[config.mk]
export PLATFORM = sky130hd
export DESIGN_NAME = hub_port_status_words
export DESIGN_NICKNAME = d
export VERILOG_FILES = /design/src/hub_port_regs_pkg.sv /design/src/hub_port_status_words.sv
export SDC_FILE = /design/constraint.sdc
export NUM_CORES = 1
export LEC_CHECK = 0
export ABC_AREA = 0
export BUFFER_PORTS_ARGS = -buffer_cell sky130_fd_sc_hd__buf_2
export CORE_ASPECT_RATIO = 0.8
export CORE_MARGIN = 1
export CORE_UTILIZATION = 40
export CTS_CLUSTER_DIAMETER = 100
export CTS_CLUSTER_SIZE = 20
export DETAILED_ROUTE_END_ITERATION = 8
export GPL_ROUTABILITY_DRIVEN = 0
export GPL_TIMING_DRIVEN = 1
export PLACE_DENSITY_LB_ADDON = 0.2
export SLEW_MARGIN = 20
export SYNTH_ARGS = -nofsm -noshare
export SYNTH_HDL_FRONTEND = slang
export SYNTH_SLANG_ARGS = --single-unit
[constraint.sdc]
create_clock -name pclk -period 3.7 [get_ports pclk]
set_input_delay 1.11 -clock pclk [delete_from_list [all_inputs] [get_ports pclk]]
set_output_delay 1.11 -clock pclk [all_outputs]
set_load 0.01 [all_outputs]
[src/hub_port_regs_pkg.sv]
// Constants for the hub port enable and status register bank.
// Assumes an APB slave with 32-bit data and one word per register.
// What this block does
// - Bits 2n/2n+1: high-speed data, power enable
// - Bit 16+2n SuperSpeed enable; odd upper reserved
// - One access reads or writes all channels
// - Two banks; channel lane at 8*(n mod 4)
// - Lane bits: attach, error, high-speed, SuperSpeed
// - State error bit mirrors recorded overcurrent
// - Overcurrent at lane bit 0 of each lane
// - Per-channel clear resets both error bits
// - Bank read returns four channels' recorded (sticky) errors
package hub_port_regs_pkg;

    // ------------------------------------------------------------
    // Register offsets
    // ------------------------------------------------------------
    localparam logic [7:0] OFF_PORT_ENABLE_MAP      = 8'h00;
    localparam logic [7:0] OFF_PORT_STATE_LOW_BANK  = 8'h04;
    localparam logic [7:0] OFF_PORT_STATE_HIGH_BANK = 8'h08;
    localparam logic [7:0] OFF_OVERCURRENT_LOW_BANK = 8'h0c;
    localparam logic [7:0] OFF_OVERCURRENT_HIGH_BANK = 8'h10;
    localparam logic [7:0] OFF_CLEAR_CHANNEL_ERROR  = 8'h14;
    localparam logic [7:0] OFF_IRQ_STATUS           = 8'h18;
    localparam logic [7:0] OFF_IRQ_MASK             = 8'h1c;

    // ------------------------------------------------------------
    // Field positions and reset values
    // ------------------------------------------------------------
    localparam int          SS_BASE            = 16;
    localparam int          LANE_WIDTH         = 8;
    localparam int          LANE_ATTACH        = 0;
    localparam int          LANE_ERROR         = 3;
    localparam int          LANE_HIGH_SPEED    = 4;
    localparam int          LANE_SUPER_SPEED   = 5;
    localparam int          LANE_OVERCURRENT   = 0;
    localparam logic [31:0] ENABLE_MAP_RESET   = 32'h0000_0000;
    localparam logic [31:0] ENABLE_MAP_WMASK   = 32'h5555_ffff;
    localparam logic [7:0]  IRQ_MASK_RESET     = 8'h00;

endpackage

[src/hub_port_status_words.sv]
// Register bank holding per-channel enables, link state and overcurrent flags.
// Assumes APB master on pclk; channel status inputs synchronous to pclk.
//
// Design decisions made here: the APB slave port and the register addresses.
`timescale 1ns/1ps
module hub_port_status_words #(
    parameter int CHANNELS = 8
) (
    input  wire logic                pclk,
    input  wire logic                presetn,
    input  wire logic                psel,
    input  wire logic                penable,
    input  wire logic                pwrite,
    input  wire logic [7:0]          paddr,
    input  wire logic [31:0]         pwdata,
    input  wire logic [3:0]          pstrb,
    output      logic [31:0]         prdata,
    output      logic                pready,
    output      logic                pslverr,
    input  wire logic [CHANNELS-1:0] attached,
    input  wire logic [CHANNELS-1:0] high_speed_active,
    input  wire logic [CHANNELS-1:0] super_speed_active,
    input  wire logic [CHANNELS-1:0] overcurrent,
    output      logic [CHANNELS-1:0] high_speed_data_en,
    output      logic [CHANNELS-1:0] bus_power_en,
    output      logic [CHANNELS-1:0] super_speed_data_en,
    output      logic                irq
);

    // ------------------------------------------------------------
    // State
    // ------------------------------------------------------------
    typedef struct packed {
        logic [31:0]         enable_map;
        logic [CHANNELS-1:0] oc_flag;
        logic [7:0]          irq_status;
        logic [7:0]          irq_mask;
        logic [31:0]         prdata;
        logic                pready;
        logic                pslverr;
        logic [CHANNELS-1:0] hs_en;
        logic [CHANNELS-1:0] pwr_en;
        logic [CHANNELS-1:0] ss_en;
        logic                irq;
    } state_s;

    state_s st;
    state_s next_st;

    // Builds a bank word of 4 lanes for the state view; oc_bank builds the overcurrent view
    function automatic logic [31:0] state_bank(input logic [3:0] att,
                                               input logic [3:0] err,
                                               input logic [3:0] hs,
                                               input logic [3:0] ss);
        logic [31:0] w;
        w = 32'h0000_0000;
        for (int i = 0; i < 4; i++) begin
            w[i*hub_port_regs_pkg::LANE_WIDTH + hub_port_regs_pkg::LANE_ATTACH]      = att[i];
            w[i*hub_port_regs_pkg::LANE_WIDTH + hub_port_regs_pkg::LANE_ERROR]       = err[i];
            w[i*hub_port_regs_pkg::LANE_WIDTH + hub_port_regs_pkg::LANE_HIGH_SPEED]  = hs[i];
            w[i*hub_port_regs_pkg::LANE_WIDTH + hub_port_regs_pkg::LANE_SUPER_SPEED] = ss[i];
        end
        return w;
    endfunction

    function automatic logic [31:0] oc_bank(input logic [3:0] err);
        logic [31:0] w;
        w = 32'h0000_0000;
        for (int i = 0; i < 4; i++) begin
            w[i*hub_port_regs_pkg::LANE_WIDTH + hub_port_regs_pkg::LANE_OVERCURRENT] = err[i];
        end
        return w;
    endfunction

    // ------------------------------------------------------------
    // Next-state logic
    // ------------------------------------------------------------
    always_comb begin
        logic        access;
        logic        wr;
        logic        rd;
        logic [31:0] wmask;
        logic [CHANNELS-1:0] clr;
        logic [CHANNELS-1:0] rise;
        logic [7:0]  rdat;
        access = psel && penable && !st.pready;
        wr     = access && pwrite;
        rd     = access && !pwrite;
        wmask  = {{8{pstrb[3]}}, {8{pstrb[2]}}, {8{pstrb[1]}}, {8{pstrb[0]}}};
        clr    = '0;
        rise   = overcurrent & ~st.oc_flag;
        rdat   = 8'h00;
        next_st         = st;
        next_st.pready  = access;
        next_st.pslverr = 1'b0;
        if (access) begin
            next_st.prdata = 32'h0000_0000;
        end
        if (access) begin
            if (paddr == hub_port_regs_pkg::OFF_PORT_ENABLE_MAP) begin
                if (wr) begin
                    // Reserved odd upper bits are never stored
                    next_st.enable_map = (st.enable_map & ~(wmask & hub_port_regs_pkg::ENABLE_MAP_WMASK))
                                       | (pwdata & wmask & hub_port_regs_pkg::ENABLE_MAP_WMASK);
                end else begin
                    next_st.prdata = st.enable_map;
                end
            end else if (paddr == hub_port_regs_pkg::OFF_PORT_STATE_LOW_BANK) begin
                if (rd) next_st.prdata = state_bank(attached[3:0], st.oc_flag[3:0],
                                                    high_speed_active[3:0], super_speed_active[3:0]);
                else next_st.pslverr = 1'b1;
            end else if (paddr == hub_port_regs_pkg::OFF_PORT_STATE_HIGH_BANK) begin
                if (rd) next_st.prdata = state_bank(attached[7:4], st.oc_flag[7:4],
                                                    high_speed_active[7:4], super_speed_active[7:4]);
                else next_st.pslverr = 1'b1;
            end else if (paddr == hub_port_regs_pkg::OFF_OVERCURRENT_LOW_BANK) begin
                if (rd) next_st.prdata = oc_bank(st.oc_flag[3:0]);
                else next_st.pslverr = 1'b1;
            end else if (paddr == hub_port_regs_pkg::OFF_OVERCURRENT_HIGH_BANK) begin
                if (rd) next_st.prdata = oc_bank(st.oc_flag[7:4]);
                else next_st.pslverr = 1'b1;
            end else if (paddr == hub_port_regs_pkg::OFF_CLEAR_CHANNEL_ERROR) begin
                // Write a one per channel bit to clear that channel's flag
                if (wr && pstrb[0]) clr = pwdata[CHANNELS-1:0];
            end else if (paddr == hub_port_regs_pkg::OFF_IRQ_STATUS) begin
                if (rd) begin
                    rdat = st.irq_status;
                    next_st.prdata = {24'h000000, rdat};
                end
            end else if (paddr == hub_port_regs_pkg::OFF_IRQ_MASK) begin
                if (wr && pstrb[0]) next_st.irq_mask = pwdata[7:0];
                else if (rd) next_st.prdata = {24'h000000, st.irq_mask};
            end else begin
                next_st.pslverr = 1'b1;
            end
        end
        // Sticky flag: a new overcurrent wins over a clear in the same cycle
        next_st.oc_flag = (st.oc_flag & ~clr) | overcurrent;
        // Read of status clears it, but events arriving now still set
        if (rd && paddr == hub_port_regs_pkg::OFF_IRQ_STATUS) begin
            next_st.irq_status = rise;
        end else begin
            next_st.irq_status = st.irq_status | rise;
        end
        for (int n = 0; n < CHANNELS; n++) begin
            next_st.hs_en[n]  = next_st.enable_map[2*n];
            next_st.pwr_en[n] = next_st.enable_map[2*n+1];
            next_st.ss_en[n]  = next_st.enable_map[hub_port_regs_pkg::SS_BASE + 2*n];
        end
        next_st.irq = |(next_st.irq_status & next_st.irq_mask);
    end

    // ------------------------------------------------------------
    // Registers
    // ------------------------------------------------------------
    always_ff @(posedge pclk or negedge presetn) begin
        if (!presetn) begin
            st            <= '0;
            st.enable_map <= hub_port_regs_pkg::ENABLE_MAP_RESET;
            st.irq_mask   <= hub_port_regs_pkg::IRQ_MASK_RESET;
        end else begin
            st <= next_st;
        end
    end

    assign prdata              = st.prdata;
    assign pready              = st.pready;
    assign pslverr             = st.pslverr;
    assign high_speed_data_en  = st.hs_en;
    assign bus_power_en        = st.pwr_en;
    assign super_speed_data_en = st.ss_en;
    assign irq                 = st.irq;

endmodule // hub_port_status_words

# Word level (Yosys, flattened, before mapping)

Index checks and enable logic that the tools add are counted.

Reductions and logical operators: 11
Bitwise gates (word level): 11
Equality and inequality tests: 7
Mux-type cells: 47

Operator list:

| kind               | count |
|---|---|
| $mux 32            | 15 |
| $mux 8             | 16 |
| $mux 40            | 3 |
| $mux 31            | 3 |
| $and 32x32->32     | 1 |
| $eq 8x5->1 const B | 4 |
| $not 31->32        | 1 |
| $or 32x31->32      | 1 |
| $and 31x31->31     | 1 |
| $and 8x8->8        | 3 |
| $eq 8x4->1 const B | 2 |
| $not 8->8          | 2 |
| $or 8x8->8         | 2 |
| $mux 1             | 10 |
| $eq 8x3->1 const B | 1 |
| $logic_not 8->1    | 1 |
| $reduce_or 8->1    | 1 |
| $logic_and 1x1->1  | 6 |
| $reduce_and 3->1   | 1 |
| $logic_not 1->1    | 2 |

Register bits: 115
Output and inout port bits: 59
Logic and storage cells: 88
Input bits: 81

# Longest topological paths before layout

Gate-level depths: netlist of run 1.

Depth after elaboration: 16
Depth in mapped cells: 7
Depth with buffers taken out: 5

# Worst setup path before layout of run 1

No wires, ideal clock.

Path type: input -> register
From: input paddr[4]
To: register st, in the netlist irq
Data arrival time: 2,859 ps
Setup time: 135 ps
Path slack: 706 ps
Required time: 3,565 ps
Buffers on the path: 1
Stages: 6
Path through: buf_6 -> or4b_4 -> nor4_4 -> mux2_2 -> a22oi_2 -> nand4_1

RTL lines:

| what                   | line                         | RTL |
|---|---|---|
| start: declaration     | hub_port_status_words.sv:14  | `input wire logic [7:0] paddr,` |
| end signal: assignment | hub_port_status_words.sv:162 | `st <= next_st;` |
| end: declaration       | hub_port_status_words.sv:47  | `state_s st;` |

==> run_results.csv, run 1 <==
group,metric,value,unit
sta,fmax,347.1,MHz
setup_path,cp_max_fo,10,
setup_path,cp-end-kind,"flop",
global_routing,grt_pass1_wl,16480,µm
global_routing,grt_most_used_layer,"met2",
die,initial_core_util,41.07,%
clocking,cts_sinks,83,
routing,route.detailed.drc,0,
setup_path,cp_data_required_time,3.89,ns
die,dieHeight,93.53,µm
logic_synthesis,yosysTopAreaCell,"dfrtp_1",
sta,whs,0.4765,ns
routing,vias,3154,
setup_path,max_stage_delay,0.56,ns
logic_synthesis,ys_seq_elements,83,
clocking,cts_setup_buffers,0,
finish,drive_above_1_share,44.52,%
clocking,clk_pin_slew_worst_paths,0.06,ns
die,die_x,116.4,µm
die,die_area,10890,µm²
logic_synthesis,ys.warnings.count,0,
sta,fin_tns_setup,0,ns
clocking,cts_resized,0,
routing,drt_iter0_markers,260,
power_and_ir_drop,power_density,421.1,nW/µm²
run_status,outcome,"completed",
finish,fin_cells,605,
power_and_ir_drop,vdd_drop_max,287.5,µV
logic_synthesis,syn_avg_cell_area,11.17,µm²
sta,drv_slew,0,
finish,area_growth,18.91,%
sta,tightest_slew,0.7476,ns
logic_synthesis,synth_ff_type,"dfrtp_1",
sta,skew,0.003890,ns
logic_synthesis,yosysTopAreaCellShare,49.58,%
logic_synthesis,syn-num-nets,456,
routing,dr.pass1.iters,4,
clocking,insertion_delay,0.33,ns
setup_path,crit_path_cell_trace,"buf_2 > or4b_4 > nor4_4 > buf_4 > mux2_2 > a22oi_1 > nand4_1",
clocking,cts_buffer_depth,2,
setup_path,arrival,3.07,ns
clocking,cts_tree,"yes",
sta,slew_headroom,50.16,%
die,rows,33,
global_routing,use_met3,5.444,%
global_routing,grt_pass1_vias,3143,
setup_path,crit_path_start_kind,"input pin",
sta,finalHoldViolations,0,
setup_path,reg2reg_slack,1.51,ns
global_routing,grt_use_met2,32.20,%
finish,final_util,48.84,%
setup_path,criticalPathCategory,"input pin to flop",
power_and_ir_drop,p_leak,2.570,nW
hold_path,min_path_type,"flop to flop",
setup_path,ff2ff_path_depth,5,
logic_synthesis,yosys-top-cells-area,"dfrtp_1 50%, buf_4 10%, mux2_2 8.3%",
placement,io_buffers,131,
logic_synthesis,syn_area,4189,µm²
setup_path,rr_startpoint,"pready$_DFF_PN0_",
global_routing,grt_usage,20.64,%
finish,most-common-layout-cells,"130 x buf_2, 83 x dfrtp_1, 33 x nand2_1",
global_routing,antenna_found_initial,0,
die,io-pin-count,140,
clocking,cts_root_buf,"clkbuf_16",
placement,placed_cells,590,
job,maxCapViolations,0,
placement,dp_hpwl,8034,µm
logic_synthesis,synth_cell_types,49,
sta,finalCritPeriodShare,77.87,%
clocking,cts_hold_buf,0,
finish,fin_area,4981,µm²
routing,drtAntennaViolNets,0,
hold_path,min_path_cells,2,
placement,place_area,4651,µm²
sta,period_minus_slack,2.881,ns
logic_synthesis,async_reset_ff_share,100.0,%
finish,layout_commonest_cell,"buf_2",
logic_synthesis,ys_seq_area_share,49.58,%
clocking,numCtsBuffers,9,
clocking,h-tree-depth,3,
die,core,10200,µm²
global_routing,use_met1,27.81,%
global_routing,overflow,0,
finish,n_antenna_cell,0,
routing,viasPerCell,5.213,
logic_synthesis,synth_edf_count,0,
logic_synthesis,synth_cells,375,
routing,avgRoutedWirePerCell,17.76,µm
finish,fin_nets,542,
sta,rsz0062_at_grt,"false",
global_routing,grt_max_degree,84,
sta,finalSetupViolCount,0,
setup_path,rr_endpoint,"irq$_DFF_PN0_",
setup_path,slowest_stage,"or4b_4",
routing,drt-total-wl,10740,µm
cell usage after synthesis, types with 4 or more instances:
master    number
and2_1         4
a21oi_1       15
nand3_1        6
nor2_1        18
a22oi_1       14
buf_4         56
inv_1         10
o31ai_1        4
nand2_1       33
a22o_1        15
a221oi_1       7
dfrtp_1       83
a31oi_1        6
mux2_2        31
clkbuf_1      12
nor3_1         5
a21o_1         8
mux2i_1        5
per-layer routing:
| metal | share of wire (%) | vias to the layer above |
|---|---|---|
| met5 | 0 | - |
| met4 | 1.2 | 0 |
| met3 | 7.7 | 11 |
| met2 | 45 | 127 |
| met1 | 46 | 1537 |
| li1 | - | 1479 |
kinds of logic after synthesis:
group	synth area share [%]
AO/OA/AOI/OAI	16.67
AND/OR/NAND/NOR	11.20
flip-flops	49.58
buffers and inverters	12.54
multiplexers	9.797
XOR/XNOR	0.2091
worst max path at each step:
| stage | start | slack, ns | end |
|---|---|---|---|
| 3_5_place_dp | paddr[4] | 0.49 | irq$_DFF_PN0_ |
| 4_1_cts | paddr[4] | 0.83 | irq$_DFF_PN0_ |
| 6_report | paddr[4] | 0.82 | irq$_DFF_PN0_ |
| 5_1_grt | paddr[4] | 0.73 | irq$_DFF_PN0_ |
| 2_1_floorplan | paddr[4] | 0.71 | irq$_DFF_PN0_ |
| 3_3_place_gp | paddr[4] | 0.46 | irq$_DFF_PN0_ |
cell type report:
type | count | area [µm²]
Multi-Input combinational cell | 212 | 1598
Clock inverter | 4 | 73.82
Sequential cell | 83 | 2077
Tap cell | 140 | 175.2
Timing Repair Buffer | 145 | 767.0
Inverter | 10 | 37.54
Clock buffer | 11 | 252.7
Fill cell | 987 | 5218
where the power goes:
part	switching [W]	internal, W
Combinational	0.000106	0.0000735
Sequential	0.0000151	0.000936
Clock	0.000344	0.000624
stage by stage:
stage               setup WS (ns)  power [W]
floorplan                  0.7064   0.001067
global placement           0.4635   0.001146
detailed placement         0.4927   0.001149
CTS                        0.8334   0.002128
global route               0.7305   0.002185
finish                     0.8186   0.002098
critical path, delay by kind of cell:
kind	cells	cell delay (ns)
simple gates	3	0.96
compound gates	1	0.21
mux	1	0.36
buf+inv	2	0.43
(Power assumes the default switching activity.)
==> run 2, diff against run 1 <==
clock period = 2.6 ns   (was 3.7 ns; I/O delays follow)
==> run_results.csv, run 2 (synthesized netlist as in run 1, its figures left out) <==
group,metric,value,unit
finish,n_antenna_cell,0,
global_routing,grt_max_degree,61,
die,initial_core_util,41.07,%
routing,avgRoutedWirePerCell,17.42,µm
power_and_ir_drop,p_sw_share,24.74,%
job,maxCapViolations,0,
routing,drt-total-wl,10990,µm
global_routing,grt_pass1_wl,16650,µm
power_and_ir_drop,switchingPower,0.0006990,W
global_routing,grt_most_used_layer,"met2",
die,core,10200,µm²
power_and_ir_drop,p_comb_share,9.8,%
run_status,outcome,"completed",
routing,drtAntennaViolNets,0,
routing,drt_iter0_markers,247,
placement,placed_cells,615,
die,dieHeight,93.53,µm
sta,whs,0.3263,ns
placement,dp_hpwl,8240,µm
global_routing,grt_pass1_vias,3102,
power_and_ir_drop,power.internal,0.002126,W
die,die_area,10890,µm²
sta,drv_slew,0,
setup_path,cp_data_required_time,2.80,ns
clocking,h-tree-depth,3,
power_and_ir_drop,vdd_drop_max,269.8,µV
routing,route.detailed.drc,0,
setup_path,criticalPathCategory,"input pin to flop",
power_and_ir_drop,p_leak,2.679,nW
finish,multi_input_area,1598,µm²
global_routing,antenna_found_initial,0,
finish,layout_commonest_cell,"buf_2",
global_routing,grt_use_met2,32.74,%
finish,fin_nets,567,
setup_path,arrival,2.68,ns
sta,finalHoldViolations,0,
sta,fmax,403.2,MHz
setup_path,crit_path_start_kind,"input pin",
setup_path,cp_max_fo,8,
finish,register_area,2077,µm²
finish,area_growth,23.09,%
clocking,clk_pin_slew_worst_paths,0.06,ns
sta,finalCritPeriodShare,95.39,%
hold_path,min_path_type,"input pin to async pin",
sta,skew,0.008277,ns
sta,period_minus_slack,2.480,ns
global_routing,grt_usage,21.02,%
die,rows,33,
power_and_ir_drop,p_clk_share,42.3,%
finish,fillers,995,
global_routing,use_met3,5.379,%
sta,tightest_slew,0.3907,ns
die,die_x,116.4,µm
sta,finalSetupViolCount,0,
clocking,cts_setup_buffers,0,
setup_path,cp-end-kind,"flop",
finish,fin_cells,631,
routing,dr.pass1.iters,4,
finish,drive_above_1_share,47.45,%
global_routing,overflow,0,
clocking,cts_tree,"yes",
finish,most-common-layout-cells,"130 x buf_2, 83 x dfrtp_1, 37 x buf_4",
power_and_ir_drop,power_frac_seq,47.9,%
sta,rsz0062_at_grt,"false",
clocking,cts_root_buf,"clkbuf_16",
placement,io_buffers,131,
die,io-pin-count,140,
clocking,cts_buffer_depth,2,
clocking,insertion_delay,0.34,ns
clocking,cts_hold_buf,0,
power_and_ir_drop,power_density,548.0,nW/µm²
clocking,cts_sinks,83,
clocking,cts_resized,0,
clocking,numCtsBuffers,9,
global_routing,use_met1,29.04,%
routing,viasPerCell,5.146,
routing,vias,3247,
sta,slew_headroom,73.28,%
## run 2: cell count changes in the layout (fill, tap and decap cells not counted)
cell       before  now
clkinv_4        1    3
buf_4          14   37
clkinv_2        1    3
buf_6           1    0
buf_12          0    3
clkbuf_8        2    1
bufinv_16       2    0
## run 2: worst paths after layout
kind / from / endpoint / slack [ns] / depth (start not counted)
worst min-delay path: presetn / async pin / 0.33 / 1
worst max register to register: pready$_DFF_PN0_ / irq$_DFF_PN0_ / 0.48 / 5
max in group asynchronous: presetn / st[63]$_DFF_PN0_ / 1.64 / 2
min in group pclk: flop / flop / 0.48 / 1
worst max-delay path: paddr[5] / irq$_DFF_PN0_ / 0.12 / 6
worst min register to register: flop / flop / 0.48 / 1
## run 2: area by class of cell
class | count | area share (%)
clock buffers | 10 | 4.635
clock inverters | 6 | 0.8008
inverters | 10 | 0.7280
multi-input cells | 212 | 30.99
flip-flops and latches | 83 | 40.28
well taps | 140 | 3.397
repair buffers | 170 | 19.17
## run 2: power by group through the flow
stage,logic [W],clock network [W],registers (W)
CTS,0.000281,0.00122,0.00135
global placement,0.000276,0,0.00138
floorplan,0.000146,0,0.00137
finish,0.000277,0.00119,0.00135
global route,0.000306,0.00128,0.00136
detailed placement,0.000279,0,0.00138
## run 2: worst max-delay path, cell delays in order
cell and delay, ns:
buf_2 0.10, or4b_4 0.60, or4_4 0.61, a22o_1 0.27, a22oi_2 0.20, nand4_1 0.12
## run 2: routing by layer
metal / up-vias / share of wire (%)
met2: 132 / 45
met5: - / 0
li1: 1540 / -
met3: 10 / 8.1
met1: 1565 / 46
met4: 0 / 0.86
## run 2: metrics by stage
| step | setup WS, ns | cell area (µm²) | total power [W] | util (%) | TNS [ns] |
|---|---|---|---|---|---|
| 6_report | 0.1198 | 5156 | 0.002825 | 50.56 | 0 |
| 5_1_grt | 0.06712 | 5156 | 0.002946 | 50.56 | 0 |
| 4_1_cts | 0.1415 | 5156 | 0.002856 | 50.56 | 0 |
| 3_5_place_dp | -0.1981 | 4876 | 0.001657 | 47.81 | -0.3625 |
| 3_3_place_gp | -0.2024 | 4876 | 0.001651 | 47.81 | -0.3462 |
| 2_1_floorplan | -0.03260 | 4190 | 0.001519 | - | -0.03260 |
==> run 3, diff against run 2 <==
clock period = 2.42 ns   (was 2.6 ns; I/O delays follow)
==> run_results.csv, run 3 (synthesized netlist as in run 1, its figures left out) <==
group,metric,value,unit
run_status,outcome,"completed",
routing,dr.pass1.iters,4,
routing,vias,3224,
setup_path,crit_path_cell_trace,"buf_2 > or4b_4 > or4_4 > a22o_1 > a22oi_1 > nand4_1",
setup_path,crit_path_start_kind,"input pin",
finish,layout_commonest_cell,"buf_2",
hold_path,min_path_type,"input pin to async pin",
setup_path,max_stage_delay,0.59,ns
clocking,cts_root_buf,"clkbuf_16",
setup_path,slowest_stage,"or4_4",
sta,finalHoldViolations,0,
die,die_x,116.4,µm
routing,avgRoutedWirePerCell,17.74,µm
setup_path,cp_max_fo,8,
die,die_area,10890,µm²
clocking,cts_buffer_depth,2,
die,initial_core_util,41.07,%
power_and_ir_drop,power_density,613.5,nW/µm²
power_and_ir_drop,p_leak,2.686,nW
setup_path,crit_buf_inv,1,
finish,fin_nets,567,
routing,viasPerCell,5.126,
die,core,10200,µm²
setup_path,critPathTopFamily,"simple AND/OR/NAND/NOR gates",
clocking,cts_tree,"yes",
finish,final_util,50.74,%
sta,drv_slew,0,
setup_path,arrival,2.55,ns
die,dieHeight,93.53,µm
finish,n_antenna_cell,0,
routing,drtAntennaViolNets,0,
setup_path,criticalPathCategory,"input pin to flop",
global_routing,overflow,0,
sta,skew,0.004739,ns
sta,tightest_slew,0.4603,ns
finish,most-common-layout-cells,"130 x buf_2, 83 x dfrtp_1, 37 x buf_4",
sta,rsz0062_at_grt,"false",
routing,drt-total-wl,11160,µm
die,io-pin-count,140,
global_routing,grt_pass1_wl,16910,µm
sta,slew_headroom,68.52,%
setup_path,cp_data_required_time,2.62,ns
global_routing,grt_pass1_vias,3142,
clocking,cts_sinks,83,
clocking,clk_pin_slew_worst_paths,0.06,ns
finish,fin_cells,629,
global_routing,grt_max_degree,40,
clocking,cts_hold_buf,0,
sta,fmax,425.4,MHz
clocking,insertion_delay,0.34,ns
global_routing,grt_usage,21.30,%
die,rows,33,
placement,placed_cells,615,
routing,drt_iter0_markers,285,
clocking,cts_setup_buffers,0,
power_and_ir_drop,vdd_drop_max,455.7,µV
clocking,cts_resized,0,
job,maxCapViolations,0,
clocking,numCtsBuffers,9,
sta,finalSetupViolCount,0,
placement,dp_hpwl,8466,µm
sta,finalCritPeriodShare,97.13,%
placement,io_buffers,131,
sta,period_minus_slack,2.351,ns
routing,route.detailed.drc,0,
global_routing,antenna_found_initial,0,
finish,area_growth,23.54,%
finish,drive_above_1_share,47.44,%
clocking,h-tree-depth,3,
setup_path,cp-end-kind,"flop",
[run 3: layer usage]
| layer | share of wire [%] | GRT usage, % | up-vias | wire [µm] |
|---|---|---|---|---|
| li1 | - | - | 1530 | - |
| met1 | 46 | 28.49 | 1561 | 5183 |
| met2 | 44 | 32.15 | 118 | 4854 |
| met3 | 8.4 | 7.388 | 15 | 935 |
| met4 | 1.6 | 6.624 | 0 | 182 |
| met5 | 0 | 0 | - | 0 |
[run 3: path summary, 6_finish.rpt]
kind | start | to | slack, ns | depth (start not counted)
min in group pclk | flop | flop | 0.48 | 1
worst max register to register | pready$_DFF_PN0_ | irq$_DFF_PN0_ | 0.36 | 5
max in group asynchronous | presetn | st[65]$_DFF_PN0_ | 1.54 | 2
worst min-delay path | presetn | async pin | 0.30 | 1
worst max-delay path | paddr[5] | irq$_DFF_PN0_ | 0.07 | 6
worst min register to register | flop | flop | 0.48 | 1
[run 3: final cells by class]
type	count	area, µm²
Fill cell	968	5024
Sequential cell	83	2077
Multi-Input combinational cell	212	1602
Timing Repair Buffer	170	979.7
Clock buffer	9	225.2
Tap cell	140	175.2
Clock inverter	5	78.83
Inverter	10	37.54
[run 3: per-stage QoR]
step                      hold WS [ns]  power (W)  setup slack [ns]  TNS, ns  instance area [µm²]
after floorplan                 0.4304   0.001632           -0.1586  -0.1587                 4190
after global placement          0.4621   0.001775           -0.3045   -1.051                 4863
after detailed placement        0.4653   0.001780           -0.3245   -1.247                 4863
after CTS                       0.2976   0.003214           0.02402        0                 5167
after global routing            0.3128   0.003300           0.01270        0                 5175
final                           0.2995   0.003175           0.06936        0                 5175
[run 3: power breakdown]
part / leakage [nW] / switching (W) / internal (W)
logic: 1.45 / 0.000168 / 0.000134
clock network: 0.152 / 0.000528 / 0.000891
registers: 1.08 / 0.0000228 / 0.00143
total: 2.69 / 0.000719 / 0.00246
